[src/rfs_pkg.sv]
// Shared constants and carrier types for the radio frame status and sync logic.
// Assumes one 250 MHz clock; symbol strobes arrive from the modem as enables.
package rfs_pkg;
  localparam int RX_DEPTH = 128;
  localparam int CNT_W    = 8;
  localparam logic [15:0] SYNC_WORD_RST   = 16'ha70f;
  localparam logic [3:0]  PREAMBLE_LEN_RST = 4'h6;
  localparam logic [3:0]  SYM_DONT_CARE   = 4'hf;
  localparam logic [3:0]  SYM_ZERO        = 4'h0;
  localparam logic [4:0]  CORRELATION_THRESHOLD_ADVISED = 5'h14;
  localparam logic [6:0]  THRESHOLD_RST   = 7'h40;
  localparam logic [6:0]  LEN_MAX         = 7'h7f;
  localparam logic [1:0]  DBG_SEL_DELIM   = 2'h0;
  localparam logic [1:0]  DBG_SEL_NONEMPTY = 2'h1;
  localparam logic [1:0]  DBG_SEL_THRESH  = 2'h2;
  localparam logic [1:0]  DBG_SEL_CLEAR   = 2'h3;

  typedef enum logic [2:0] {TX_IDLE, TX_PREAMBLE, TX_SYNC, TX_LEN, TX_BODY} rfs_tx_e;
  typedef enum logic [1:0] {RX_HUNT, RX_LEN, RX_BODY} rfs_rx_e;

  // Debug pin routing: one select and one polarity bit per pin
  typedef struct packed {
    logic [3:0][1:0] sel;
    logic [3:0]      invert;
  } rfs_dbg_cfg_s;

  // Status bits presented to software
  typedef struct packed {
    logic delim;
    logic nonempty;
    logic threshold;
    logic clear;
  } rfs_status_s;
endpackage

[src/rfs_rx_store.sv]
// Receive byte store with overflow lockout, count and threshold status.
// Assumes writes come from the frame logic and reads from the core or DMA.
`timescale 1ns/100ps
module rfs_rx_store #(
  parameter int DEPTH = rfs_pkg::RX_DEPTH
) (
  input  wire logic       clk,
  input  wire logic       rst,
  input  wire logic       ce,
  input  wire logic       flush,
  input  wire logic       wr_en,
  input  wire logic [7:0] wr_data,
  input  wire logic       frame_end,
  input  wire logic       rd_en,
  input  wire logic [6:0] threshold,
  output logic [7:0]      rd_data,
  output logic            nonempty,
  output logic            thresh_st,
  output logic            overflow,
  output logic [7:0]      count
);
  typedef struct packed {
    logic [6:0] wp;
    logic [6:0] rp;
    logic [7:0] cnt;
    logic       locked;
    logic       ovf;
    logic       frame_hold;
  } rfs_st_s;

  rfs_st_s    st_reg;
  rfs_st_s    st_next;
  logic [7:0] mem [DEPTH];
  logic       do_wr;
  logic       do_rd;

  assign do_rd = rd_en && (st_reg.cnt != 8'h00);
  // Full store or lockout discards the byte
  assign do_wr = wr_en && !st_reg.locked && (st_reg.cnt < 8'(DEPTH));

  // Next-state for pointers, count and lockout
  always_comb begin
    st_next     = st_reg;
    st_next.ovf = 1'b0;
    if (do_wr) st_next.wp = st_reg.wp + 7'h01;
    if (do_rd) st_next.rp = st_reg.rp + 7'h01;
    st_next.cnt = st_reg.cnt + {7'h00, do_wr} - {7'h00, do_rd};
    if (wr_en && !st_reg.locked && st_reg.cnt >= 8'(DEPTH)) begin
      st_next.locked = 1'b1;
      st_next.ovf    = 1'b1;
    end
    // A frame end in the same cycle as a read keeps the hold set, unless the store is locked out
    if (do_rd) st_next.frame_hold = 1'b0;
    if (frame_end && (do_wr || !st_reg.locked)) st_next.frame_hold = 1'b1;
    if (flush) begin
      st_next = '0;
    end
  end

  // State and storage; stored bytes are never altered on overflow
  always_ff @(posedge clk or posedge rst) begin
    if (rst) begin
      st_reg <= '0;
    end else if (ce) begin
      st_reg <= st_next;
      if (do_wr && !flush) mem[st_reg.wp] <= wr_data;
    end
  end

  assign rd_data   = mem[st_reg.rp];
  assign count     = st_reg.cnt;
  assign overflow  = st_reg.ovf;
  // Lockout forces nonempty low and threshold high
  assign nonempty  = !st_reg.locked && (st_reg.cnt != 8'h00);
  assign thresh_st = st_reg.locked || (st_reg.cnt > {1'b0, threshold})
                     || st_reg.frame_hold;
endmodule

[src/rfs_top.sv]
// Frame status, sync header and length handling of the packet radio.
// Assumes a modem that gives one symbol strobe per 4-bit symbol each way.
`timescale 1ns/100ps
module rfs_top #(
  parameter int DEPTH = rfs_pkg::RX_DEPTH
) (
  input  wire logic                 REF_CLK,
  input  wire logic                 SYS_RST,
  input  wire logic                 CLK_EN,
  input  wire logic                 RX_SYM_VALID,
  input  wire logic [3:0]           RX_SYM,
  input  wire logic                 TX_SYM_READY,
  input  wire logic                 TX_START,
  input  wire logic                 TX_DATA_VALID,
  input  wire logic [7:0]           TX_DATA,
  input  wire logic                 RX_FLUSH_STROBE,
  input  wire logic                 RX_READ,
  input  wire logic                 CHANNEL_CLEAR,
  input  wire logic                 ERR_IRQ_ENABLE,
  input  wire logic                 DELIM_FLAG_CLEAR,
  input  wire logic                 THRESH_FLAG_CLEAR,
  input  wire logic [15:0]          SYNC_WORD,
  input  wire logic                 SYNC_WORD_LOAD,
  input  wire logic [3:0]           PREAMBLE_LENGTH,
  input  wire logic                 PREAMBLE_LOAD,
  input  wire logic [6:0]           RX_THRESHOLD_LEVEL,
  input  wire rfs_pkg::rfs_dbg_cfg_s DBG_CFG,
  output logic [7:0]                RX_DATA,
  output logic [7:0]                RX_COUNT,
  output logic                      TX_DATA_TAKE,
  output logic                      TX_SYM_VALID,
  output logic [3:0]                TX_SYM,
  output rfs_pkg::rfs_status_s      RADIO_STATUS,
  output logic                      FRAME_DELIM_FLAG,
  output logic                      RX_THRESHOLD_FLAG,
  output logic                      RADIO_IRQ,
  output logic                      RADIO_ERROR_IRQ,
  output logic [3:0]                DBG_PINS
);
  typedef struct packed {
    rfs_pkg::rfs_tx_e     tx_st;
    rfs_pkg::rfs_rx_e     rx_st;
    logic [15:0]          sync;
    logic [3:0]           pre_len;
    logic [3:0]           tx_cnt;
    logic                 tx_nib;
    logic [7:0]           tx_byte;
    logic [6:0]           tx_left;
    logic [15:0]          rx_shift;
    logic [4:0]           rx_hist;
    logic                 rx_nib;
    logic [3:0]           rx_lo;
    logic [6:0]           rx_left;
    logic                 rx_delim;
    logic                 tx_delim;
    logic                 dflag;
    logic                 tflag;
    logic                 err;
    logic [7:0]           rxd;
    logic [7:0]           rxc;
    logic                 take;
    logic                 sym_v;
    logic [3:0]           sym;
    rfs_pkg::rfs_status_s status;
    logic [3:0]           dbg;
  } rfs_top_s;

  rfs_top_s   st_reg;
  rfs_top_s   st_next;
  logic       wr_en;
  logic [7:0] wr_data;
  logic       frame_end;
  logic [7:0] rd_data;
  logic       nonempty;
  logic       thresh_st;
  logic       overflow;
  logic [7:0] count;
  logic       rx_flush;

  // Sync match: leading (low-order, first sent) don't-care symbols ignored, others must match
  function automatic logic sync_match(input logic [15:0] word, input logic [15:0] got);
    logic skip;
    logic ok;
    skip = 1'b1;
    ok   = 1'b1;
    for (int i = 0; i < 4; i++) begin
      if (skip && word[4*i +: 4] == rfs_pkg::SYM_DONT_CARE) begin
        ok = ok;
      end else begin
        skip = 1'b0;
        if (word[4*i +: 4] != got[4*(3-i) +: 4]) ok = 1'b0;
      end
    end
    return ok;
  endfunction

  // Debug pin source decode
  function automatic logic dbg_pick(input logic [1:0] sel, input rfs_pkg::rfs_status_s s);
    logic v;
    v = 1'b0;
    unique case (sel)
      rfs_pkg::DBG_SEL_DELIM:    v = s.delim;
      rfs_pkg::DBG_SEL_NONEMPTY: v = s.nonempty;
      rfs_pkg::DBG_SEL_THRESH:   v = s.threshold;
      rfs_pkg::DBG_SEL_CLEAR:    v = s.clear;
    endcase
    return v;
  endfunction

  assign rx_flush = RX_FLUSH_STROBE && CLK_EN;

  rfs_rx_store #(
    .DEPTH (DEPTH)
  ) u_store (
    .clk       (REF_CLK),
    .rst       (SYS_RST),
    .ce        (CLK_EN),
    .flush     (RX_FLUSH_STROBE),
    .wr_en     (wr_en),
    .wr_data   (wr_data),
    .frame_end (frame_end),
    .rd_en     (RX_READ),
    .threshold (RX_THRESHOLD_LEVEL),
    .rd_data   (rd_data),
    .nonempty  (nonempty),
    .thresh_st (thresh_st),
    .overflow  (overflow),
    .count     (count)
  );

  // Receive framing, transmit sequencing, flags and debug routing
  always_comb begin
    logic [15:0] shifted;
    logic [7:0]  rx_byte;
    logic        underflow;
    logic        tx_done;
    shifted   = {st_reg.rx_shift[11:0], RX_SYM};
    rx_byte   = {RX_SYM, st_reg.rx_lo};
    underflow = 1'b0;
    tx_done   = 1'b0;
    wr_en     = 1'b0;
    wr_data   = rx_byte;
    frame_end = 1'b0;
    st_next   = st_reg;
    st_next.take  = 1'b0;
    st_next.sym_v = 1'b0;
    st_next.err   = 1'b0;
    if (SYNC_WORD_LOAD) st_next.sync = SYNC_WORD;
    // Preamble length is used by the transmitter only
    if (PREAMBLE_LOAD) st_next.pre_len = PREAMBLE_LENGTH;
    // Receive path; delimiter only aligns bytes and is not stored
    if (RX_SYM_VALID) begin
      unique case (st_reg.rx_st)
        rfs_pkg::RX_HUNT: begin
          st_next.rx_shift = shifted;
          st_next.rx_hist  = {st_reg.rx_hist[3:0], RX_SYM == rfs_pkg::SYM_ZERO};
          // Lock to zero symbols, then the sync word
          if (st_reg.rx_hist[4:3] == 2'b11 && sync_match(st_reg.sync, shifted)) begin
            st_next.rx_st    = rfs_pkg::RX_LEN;
            st_next.rx_nib   = 1'b0;
            st_next.rx_delim = 1'b1;
            st_next.dflag    = 1'b1;
          end
        end
        rfs_pkg::RX_LEN: begin
          st_next.rx_nib = !st_reg.rx_nib;
          st_next.rx_lo  = RX_SYM;
          if (st_reg.rx_nib) begin
            wr_en           = 1'b1;
            st_next.rx_left = rx_byte[6:0];
            st_next.rx_st   = rfs_pkg::RX_BODY;
            if (rx_byte[6:0] == 7'h00) begin
              frame_end        = 1'b1;
              st_next.rx_st    = rfs_pkg::RX_HUNT;
              st_next.rx_delim = 1'b0;
            end
          end
        end
        rfs_pkg::RX_BODY: begin
          st_next.rx_nib = !st_reg.rx_nib;
          st_next.rx_lo  = RX_SYM;
          if (st_reg.rx_nib) begin
            wr_en           = 1'b1;
            st_next.rx_left = st_reg.rx_left - 7'h01;
            if (st_reg.rx_left == 7'h01) begin
              frame_end        = 1'b1;
              st_next.tflag    = 1'b1;
              st_next.rx_st    = rfs_pkg::RX_HUNT;
              st_next.rx_delim = 1'b0;
              st_next.rx_hist  = '0;
            end
          end
        end
        default: st_next.rx_st = rfs_pkg::RX_HUNT;
      endcase
    end
    if (rx_flush) begin
      st_next.rx_st    = rfs_pkg::RX_HUNT;
      st_next.rx_delim = 1'b0;
    end
    // Transmit: preamble, sync word, length, then body
    unique case (st_reg.tx_st)
      rfs_pkg::TX_IDLE: begin
        if (TX_START) begin
          st_next.tx_st  = rfs_pkg::TX_PREAMBLE;
          st_next.tx_cnt = 4'h0;
        end
      end
      rfs_pkg::TX_PREAMBLE: begin
        if (TX_SYM_READY) begin
          st_next.sym_v  = 1'b1;
          st_next.sym    = rfs_pkg::SYM_ZERO;
          st_next.tx_cnt = st_reg.tx_cnt + 4'h1;
          if (st_reg.tx_cnt + 4'h1 >= st_reg.pre_len) begin
            st_next.tx_st  = rfs_pkg::TX_SYNC;
            st_next.tx_cnt = 4'h0;
          end
        end
      end
      rfs_pkg::TX_SYNC: begin
        if (TX_SYM_READY) begin
          // Sync word goes low symbol first, four symbols of the loaded word
          st_next.sym_v  = 1'b1;
          st_next.sym    = st_reg.sync[4*st_reg.tx_cnt[1:0] +: 4];
          st_next.tx_cnt = st_reg.tx_cnt + 4'h1;
          if (st_reg.tx_cnt == 4'h3) begin
            st_next.tx_st    = rfs_pkg::TX_LEN;
            st_next.tx_delim = 1'b1;
            st_next.dflag    = 1'b1;
            st_next.tx_nib   = 1'b0;
          end
        end
      end
      rfs_pkg::TX_LEN, rfs_pkg::TX_BODY: begin
        if (TX_SYM_READY) begin
          if (!st_reg.tx_nib) begin
            if (TX_DATA_VALID) begin
              st_next.take    = 1'b1;
              st_next.tx_byte = TX_DATA;
              st_next.sym_v   = 1'b1;
              st_next.sym     = TX_DATA[3:0];
              st_next.tx_nib  = 1'b1;
              if (st_reg.tx_st == rfs_pkg::TX_LEN) begin
                st_next.tx_left = TX_DATA[6:0];
                st_next.tx_st   = rfs_pkg::TX_BODY;
              end else begin
                st_next.tx_left = st_reg.tx_left - 7'h01;
              end
            end else begin
              underflow = 1'b1;
            end
          end else begin
            st_next.sym_v  = 1'b1;
            st_next.sym    = st_reg.tx_byte[7:4];
            st_next.tx_nib = 1'b0;
            tx_done = (st_reg.tx_st == rfs_pkg::TX_BODY) && (st_reg.tx_left == 7'h00);
          end
        end
      end
      default: st_next.tx_st = rfs_pkg::TX_IDLE;
    endcase
    if (tx_done || underflow) begin
      st_next.tx_st    = rfs_pkg::TX_IDLE;
      st_next.tx_delim = 1'b0;
      st_next.dflag    = 1'b0;
    end
    // Error irq for overflow or underflow when enabled
    st_next.err = ERR_IRQ_ENABLE && (overflow || underflow);
    // Software clears flags; a new event wins over the clear only while its flag is low, a threshold rise always
    if (DELIM_FLAG_CLEAR && !(st_next.dflag && !st_reg.dflag)) st_next.dflag = 1'b0;
    if (THRESH_FLAG_CLEAR && !(st_next.tflag && !st_reg.tflag)) st_next.tflag = 1'b0;
    if (thresh_st && !st_reg.status.threshold) st_next.tflag = 1'b1;
    st_next.rxd = rd_data;
    st_next.rxc = count;
    // Store status tracks receive side only, delim covers both
    st_next.status.delim     = st_next.rx_delim || st_next.tx_delim;
    st_next.status.nonempty  = nonempty;
    st_next.status.threshold = thresh_st;
    st_next.status.clear     = CHANNEL_CLEAR;
    for (int p = 0; p < 4; p++) begin
      st_next.dbg[p] = dbg_pick(DBG_CFG.sel[p], st_next.status) ^ DBG_CFG.invert[p];
    end
  end

  // Single state register, frozen while the clock enable is low
  always_ff @(posedge REF_CLK or posedge SYS_RST) begin
    if (SYS_RST) begin
      st_reg         <= '0;
      st_reg.tx_st   <= rfs_pkg::TX_IDLE;
      st_reg.rx_st   <= rfs_pkg::RX_HUNT;
      st_reg.sync    <= rfs_pkg::SYNC_WORD_RST;
      st_reg.pre_len <= rfs_pkg::PREAMBLE_LEN_RST;
    end else if (CLK_EN) begin
      st_reg <= st_next;
    end
  end

  assign RX_DATA           = st_reg.rxd;
  assign RX_COUNT          = st_reg.rxc;
  assign TX_DATA_TAKE      = st_reg.take;
  assign TX_SYM_VALID      = st_reg.sym_v;
  assign TX_SYM            = st_reg.sym;
  assign RADIO_STATUS      = st_reg.status;
  assign FRAME_DELIM_FLAG  = st_reg.dflag;
  assign RX_THRESHOLD_FLAG = st_reg.tflag;
  assign RADIO_IRQ         = st_reg.dflag || st_reg.tflag;
  assign RADIO_ERROR_IRQ   = st_reg.err;
  assign DBG_PINS          = st_reg.dbg;
endmodule

[config.mk]
export PLATFORM = sky130hd
export DESIGN_NAME = rfs_top
export DESIGN_NICKNAME = d
export VERILOG_FILES = /design/src/rfs_pkg.sv /design/src/rfs_rx_store.sv /design/src/rfs_top.sv
export SDC_FILE = /design/constraint.sdc
export NUM_CORES = 1
export LEC_CHECK = 0
export BUFFER_PORTS_ARGS = -buffer_cell sky130_fd_sc_hd__clkbuf_2
export CORE_UTILIZATION = 47
export DETAILED_ROUTE_END_ITERATION = 16
export PLACE_DENSITY = 0.75
export SYNTH_ARGS = -nofsm -noshare
export SYNTH_HDL_FRONTEND = slang
export SYNTH_SLANG_ARGS = --single-unit
[constraint.sdc]
create_clock -name REF_CLK -period 3.8 [get_ports REF_CLK]
set_input_delay 0.57 -clock REF_CLK [delete_from_list [all_inputs] [get_ports REF_CLK]]
set_output_delay 0.57 -clock REF_CLK [all_outputs]
set_load 0.02 [all_outputs]
==> summary.md <==
| Metric | Value |
|---|---|
| Status | `complete, no violations` |
| Critical-path cell list | `inv_1 > ha_1 > nand4b_1 > nor2_1 > nand2_1 > nor2_1 > nand2_1 > nor2_1` |
| Synth Flop Type | `edfxtp_1` |
| Vias per Instance | `a little over 6` |
| Via count | `26577` |
| Hold violation count in the final report | `0` |
| Met3 Use GR | `0.03823` |
| Ys async rst share | `0.1127` |
| Post-CTS Setup Bufs | `0` |
| Power consumption | `32.34 mW` |
| Worst path max stage delay | `about 0.72 ns` |
| Area grow syn2layout | `13.99%` |
| Initial Util | `0.4734` |
| Syn Inst Count | `roughly 2800` |
| Total track usage | `0.2138` |
| Syn Area/Cell | `between 15 and 20 um2` |
| Clock Path Buffers | `3` |
| Yosys reg bits | `1154` |
| Synth cell types | `74` |
| Antenna cells | `0` |
| WHS Endpoint | `DBG_PINS[0]` |
| Switch Pwr | `8.633 mW` |
| Post_cts resized | `0` |
| Final std cells w/o fill | `4406` |
| Critical Path RT | `roughly 4.1 ns` |
| PD cells | `599.3 nW/um2` |
| Met1 Usage GRT | `0.2948` |
| Top delay family on crit path | `simple AND/OR/NAND/NOR gates` |
| FP Rows | `~120` |
| Switch share | `0.2670` |
| Seq pwr share | `0.483` |
| Most used cell, CP | `nor2_1` |
| Die Y | `approximately 320 um` |
| Setup TNS | `0 ns` |
| Reg-to-Reg End | `u_store.mem[61][4]` |
| CP Max Fanout | `9` |
| Cts hold-fix bufs | `0` |
| H-tree level count | `3` |
| Placer Congestion | `0.8761` |
| Hold Path Origin | `DBG_CFG[4]` |
| Fin. max-slew vios | `0` |
| Drt drc | `0` |
| First-pass GRT wire length | `165800 um` |
| Worst-case clock skew | `0.02869 ns` |
| Internal power | `23.71 mW` |
| Mapped cell area | `roughly 47000 um2` |
| R2r setup slk | `0.37 ns` |
| Share of cells above drive strength 1 | `0.2198` |
| Nets | `3113` |
| Syn nets | `2899` |
| Largest net degree at the start of global routing | `about 130` |
| Clk slew on worst S/H paths | `0.06 ns` |
| Core area | `100000 um2` |
| Slew Limit Headroom | `0.1609` |
| Most frequent cells in the layout | `edfxtp_1, mux2i_1, buf_4` |
| Dpl hpwl | `67750 um` |
| Post-Route WL | `between 100000 and 150000 um` |
| CTS Sinks | `1154` |
| I/O Buffers | `99` |
| Crit Path Category | `reg2reg` |
| Vias in the first global route | `26470` |
| DR iter-0 viols | `2682` |
| Final setup fails | `0` |
| Met2 GRT Util | `0.3438` |
| Crit path time final | `3.435 ns` |
| Routed len/inst | `roughly 25 um` |
| Crit path launch type | `flip-flop` |
| Initial antenna violation count | `3` |
| Reg2reg start | `st_reg[108]` |
| DIE WIDTH | `between 300 and 400 um` |
| Worst-case vdd ir drop | `399.6 uV` |
| Post-route ant nets | `0` |
| MaxCap Viol Count | `0` |
| CP Data Arrival Time | `3.75 ns` |
| Largest register FFs | `1024` |
| Drt pass-1 iters | `5` |
| Worst skew pair latency | `around 0.70 ns` |
| Seq/Total Area, Yosys | `0.7185` |
| Gate power share | `0.168` |
| Hold Path Cell Cnt | `2` |
| GRT overflow | `0` |
| Unrepaired setup endpoints after global routing | `false` |
| Yosys warnings | `0` |
| Critical path buffers and inverters | `1` |
| Slew @ Worst Pin | `1.259 ns` |
| Commonest non-fill, non-tap cell in the layout | `edfxtp_1` |
| Top-Level Pins | `100` |
| HP Class | `in2reg` |
| Clock root cell | `clkbuf_16` |
| FMAX | `just under 300 MHz` |
| Num CTS Buffers | `109` |
| TritonCTS clock tree | `yes` |
| Total Die Area | `102000 um2` |
| Worst Setup End Kind | `flip-flop` |
| Clock share of power | `0.349` |
| Slowest stage cell, crit path | `nor2_1` |
| Post-synth EDFFs | `between 1000 and 1500` |
| Most crowded layer after global routing | `met2` |
| Static Leak | `17.76 nW` |
| Inst Count DP | `4200` |
| Period utilisation layout | `0.9039` |
| Reg2reg path depth | `8` |
-- cells in the mapped netlist (5+ instances only) --
library cell  number  area share
nor2b_1            8      0.0011
ha_1              33      0.0087
dfrtp_1          119       0.063
mux2i_1          261       0.055
clkbuf_1          91      0.0072
xor2_1             5     0.00092
a22o_1            10      0.0018
edfxtp_1        1024        0.65
mux4_2           130       0.062
o22ai_1           77       0.010
inv_1             45      0.0036
a21boi_0           9      0.0014
buf_4             41      0.0065
mux2_2            53       0.013
xnor2_1           31      0.0057
nand2_1           91      0.0072
o221ai_1          65       0.012
o22a_1             7      0.0013
o311ai_2           6      0.0021
or3_1              7     0.00092
nand2b_1          10      0.0013
nand3_1           16      0.0017
o21ai_0          111       0.012
nor2_1           167       0.013
buf_1             10     0.00079
a221o_1            8      0.0017
nor3_1            18      0.0019
buf_2             41      0.0043
a22oi_1           33      0.0052
nand4_1           11      0.0015
dfstp_2           11      0.0061
o32ai_1           66       0.012
a21oi_1          100       0.011
a21o_1             6     0.00095
-- stage by stage --
stage	setup slack [ns]	instance area (um2)	hold WS, ns	utilization
5_1_grt	0.07063	53970	0.09859	0.5397
4_1_cts	0.4195	53970	0.07841	0.5397
2_1_floorplan	0.03077	47350	0.4441	-
6_report	0.3651	53970	0.1099	0.5397
3_5_place_dp	0.4761	50210	0.4702	0.5021
3_3_place_gp	0.5535	50210	0.4623	0.5021
-- kinds of logic (layout without fill, tap and decap cells) --
logic type / count (synthesis) / in the layout / synth area share
flops: 1154 / 1154 / 0.7185
compound gates: 537 / 537 / 0.07783
mux: 446 / 446 / 0.1307
simple gates: 358 / 358 / 0.03354
buf+inv: 234 / 543 / 0.02363
xor+xnor: 36 / 36 / 0.006660
fa+ha+maj: 34 / 34 / 0.009144
-- power groups by stage --
stage	Clock (mW)	Sequential [mW]	Combinational [mW]
3_5_place_dp	0	15.9	5.40
5_1_grt	11.9	15.7	5.84
4_1_cts	11.4	15.6	5.44
2_1_floorplan	0	15.9	3.65
6_report	11.3	15.6	5.43
3_3_place_gp	0	15.9	5.30
-- metal layers --
metal  part of all wire  up-vias
li1                   -    11631
met1               0.41    13565
met2               0.48     1178
met3              0.083      199
met4              0.028        4
met5            0.00022        -
-- layout make-up --
cell class / count / area (um2)
Clock inverter: 73 / 843.3
Multi-Input combinational cell: 1411 / 12230
Clock buffer: 133 / 2910
Fill cell: 7588 / 46030
Inverter: 47 / 180.2
Tap cell: 1298 / 1624
Sequential cell: 1154 / 34040
Timing Repair Buffer: 290 / 2140
-- worst max-delay path by stage --
stage / startpoint / endpoint / slack, ns / depth (start not counted)
6_report: st_reg[108] / u_store.mem[61][4] / 0.37 / 8
2_1_floorplan: SYS_RST / u_store.mem[100][0] / 0.03 / 7
3_3_place_gp: st_reg[108] / u_store.mem[69][0] / 0.55 / 8
4_1_cts: st_reg[108] / u_store.mem[5][3] / 0.42 / 8
3_5_place_dp: st_reg[108] / u_store.mem[61][2] / 0.48 / 8
5_1_grt: u_store.count[2] / u_store.count[7] / 0.07 / 18
Power figures use the tool's default switching activity.
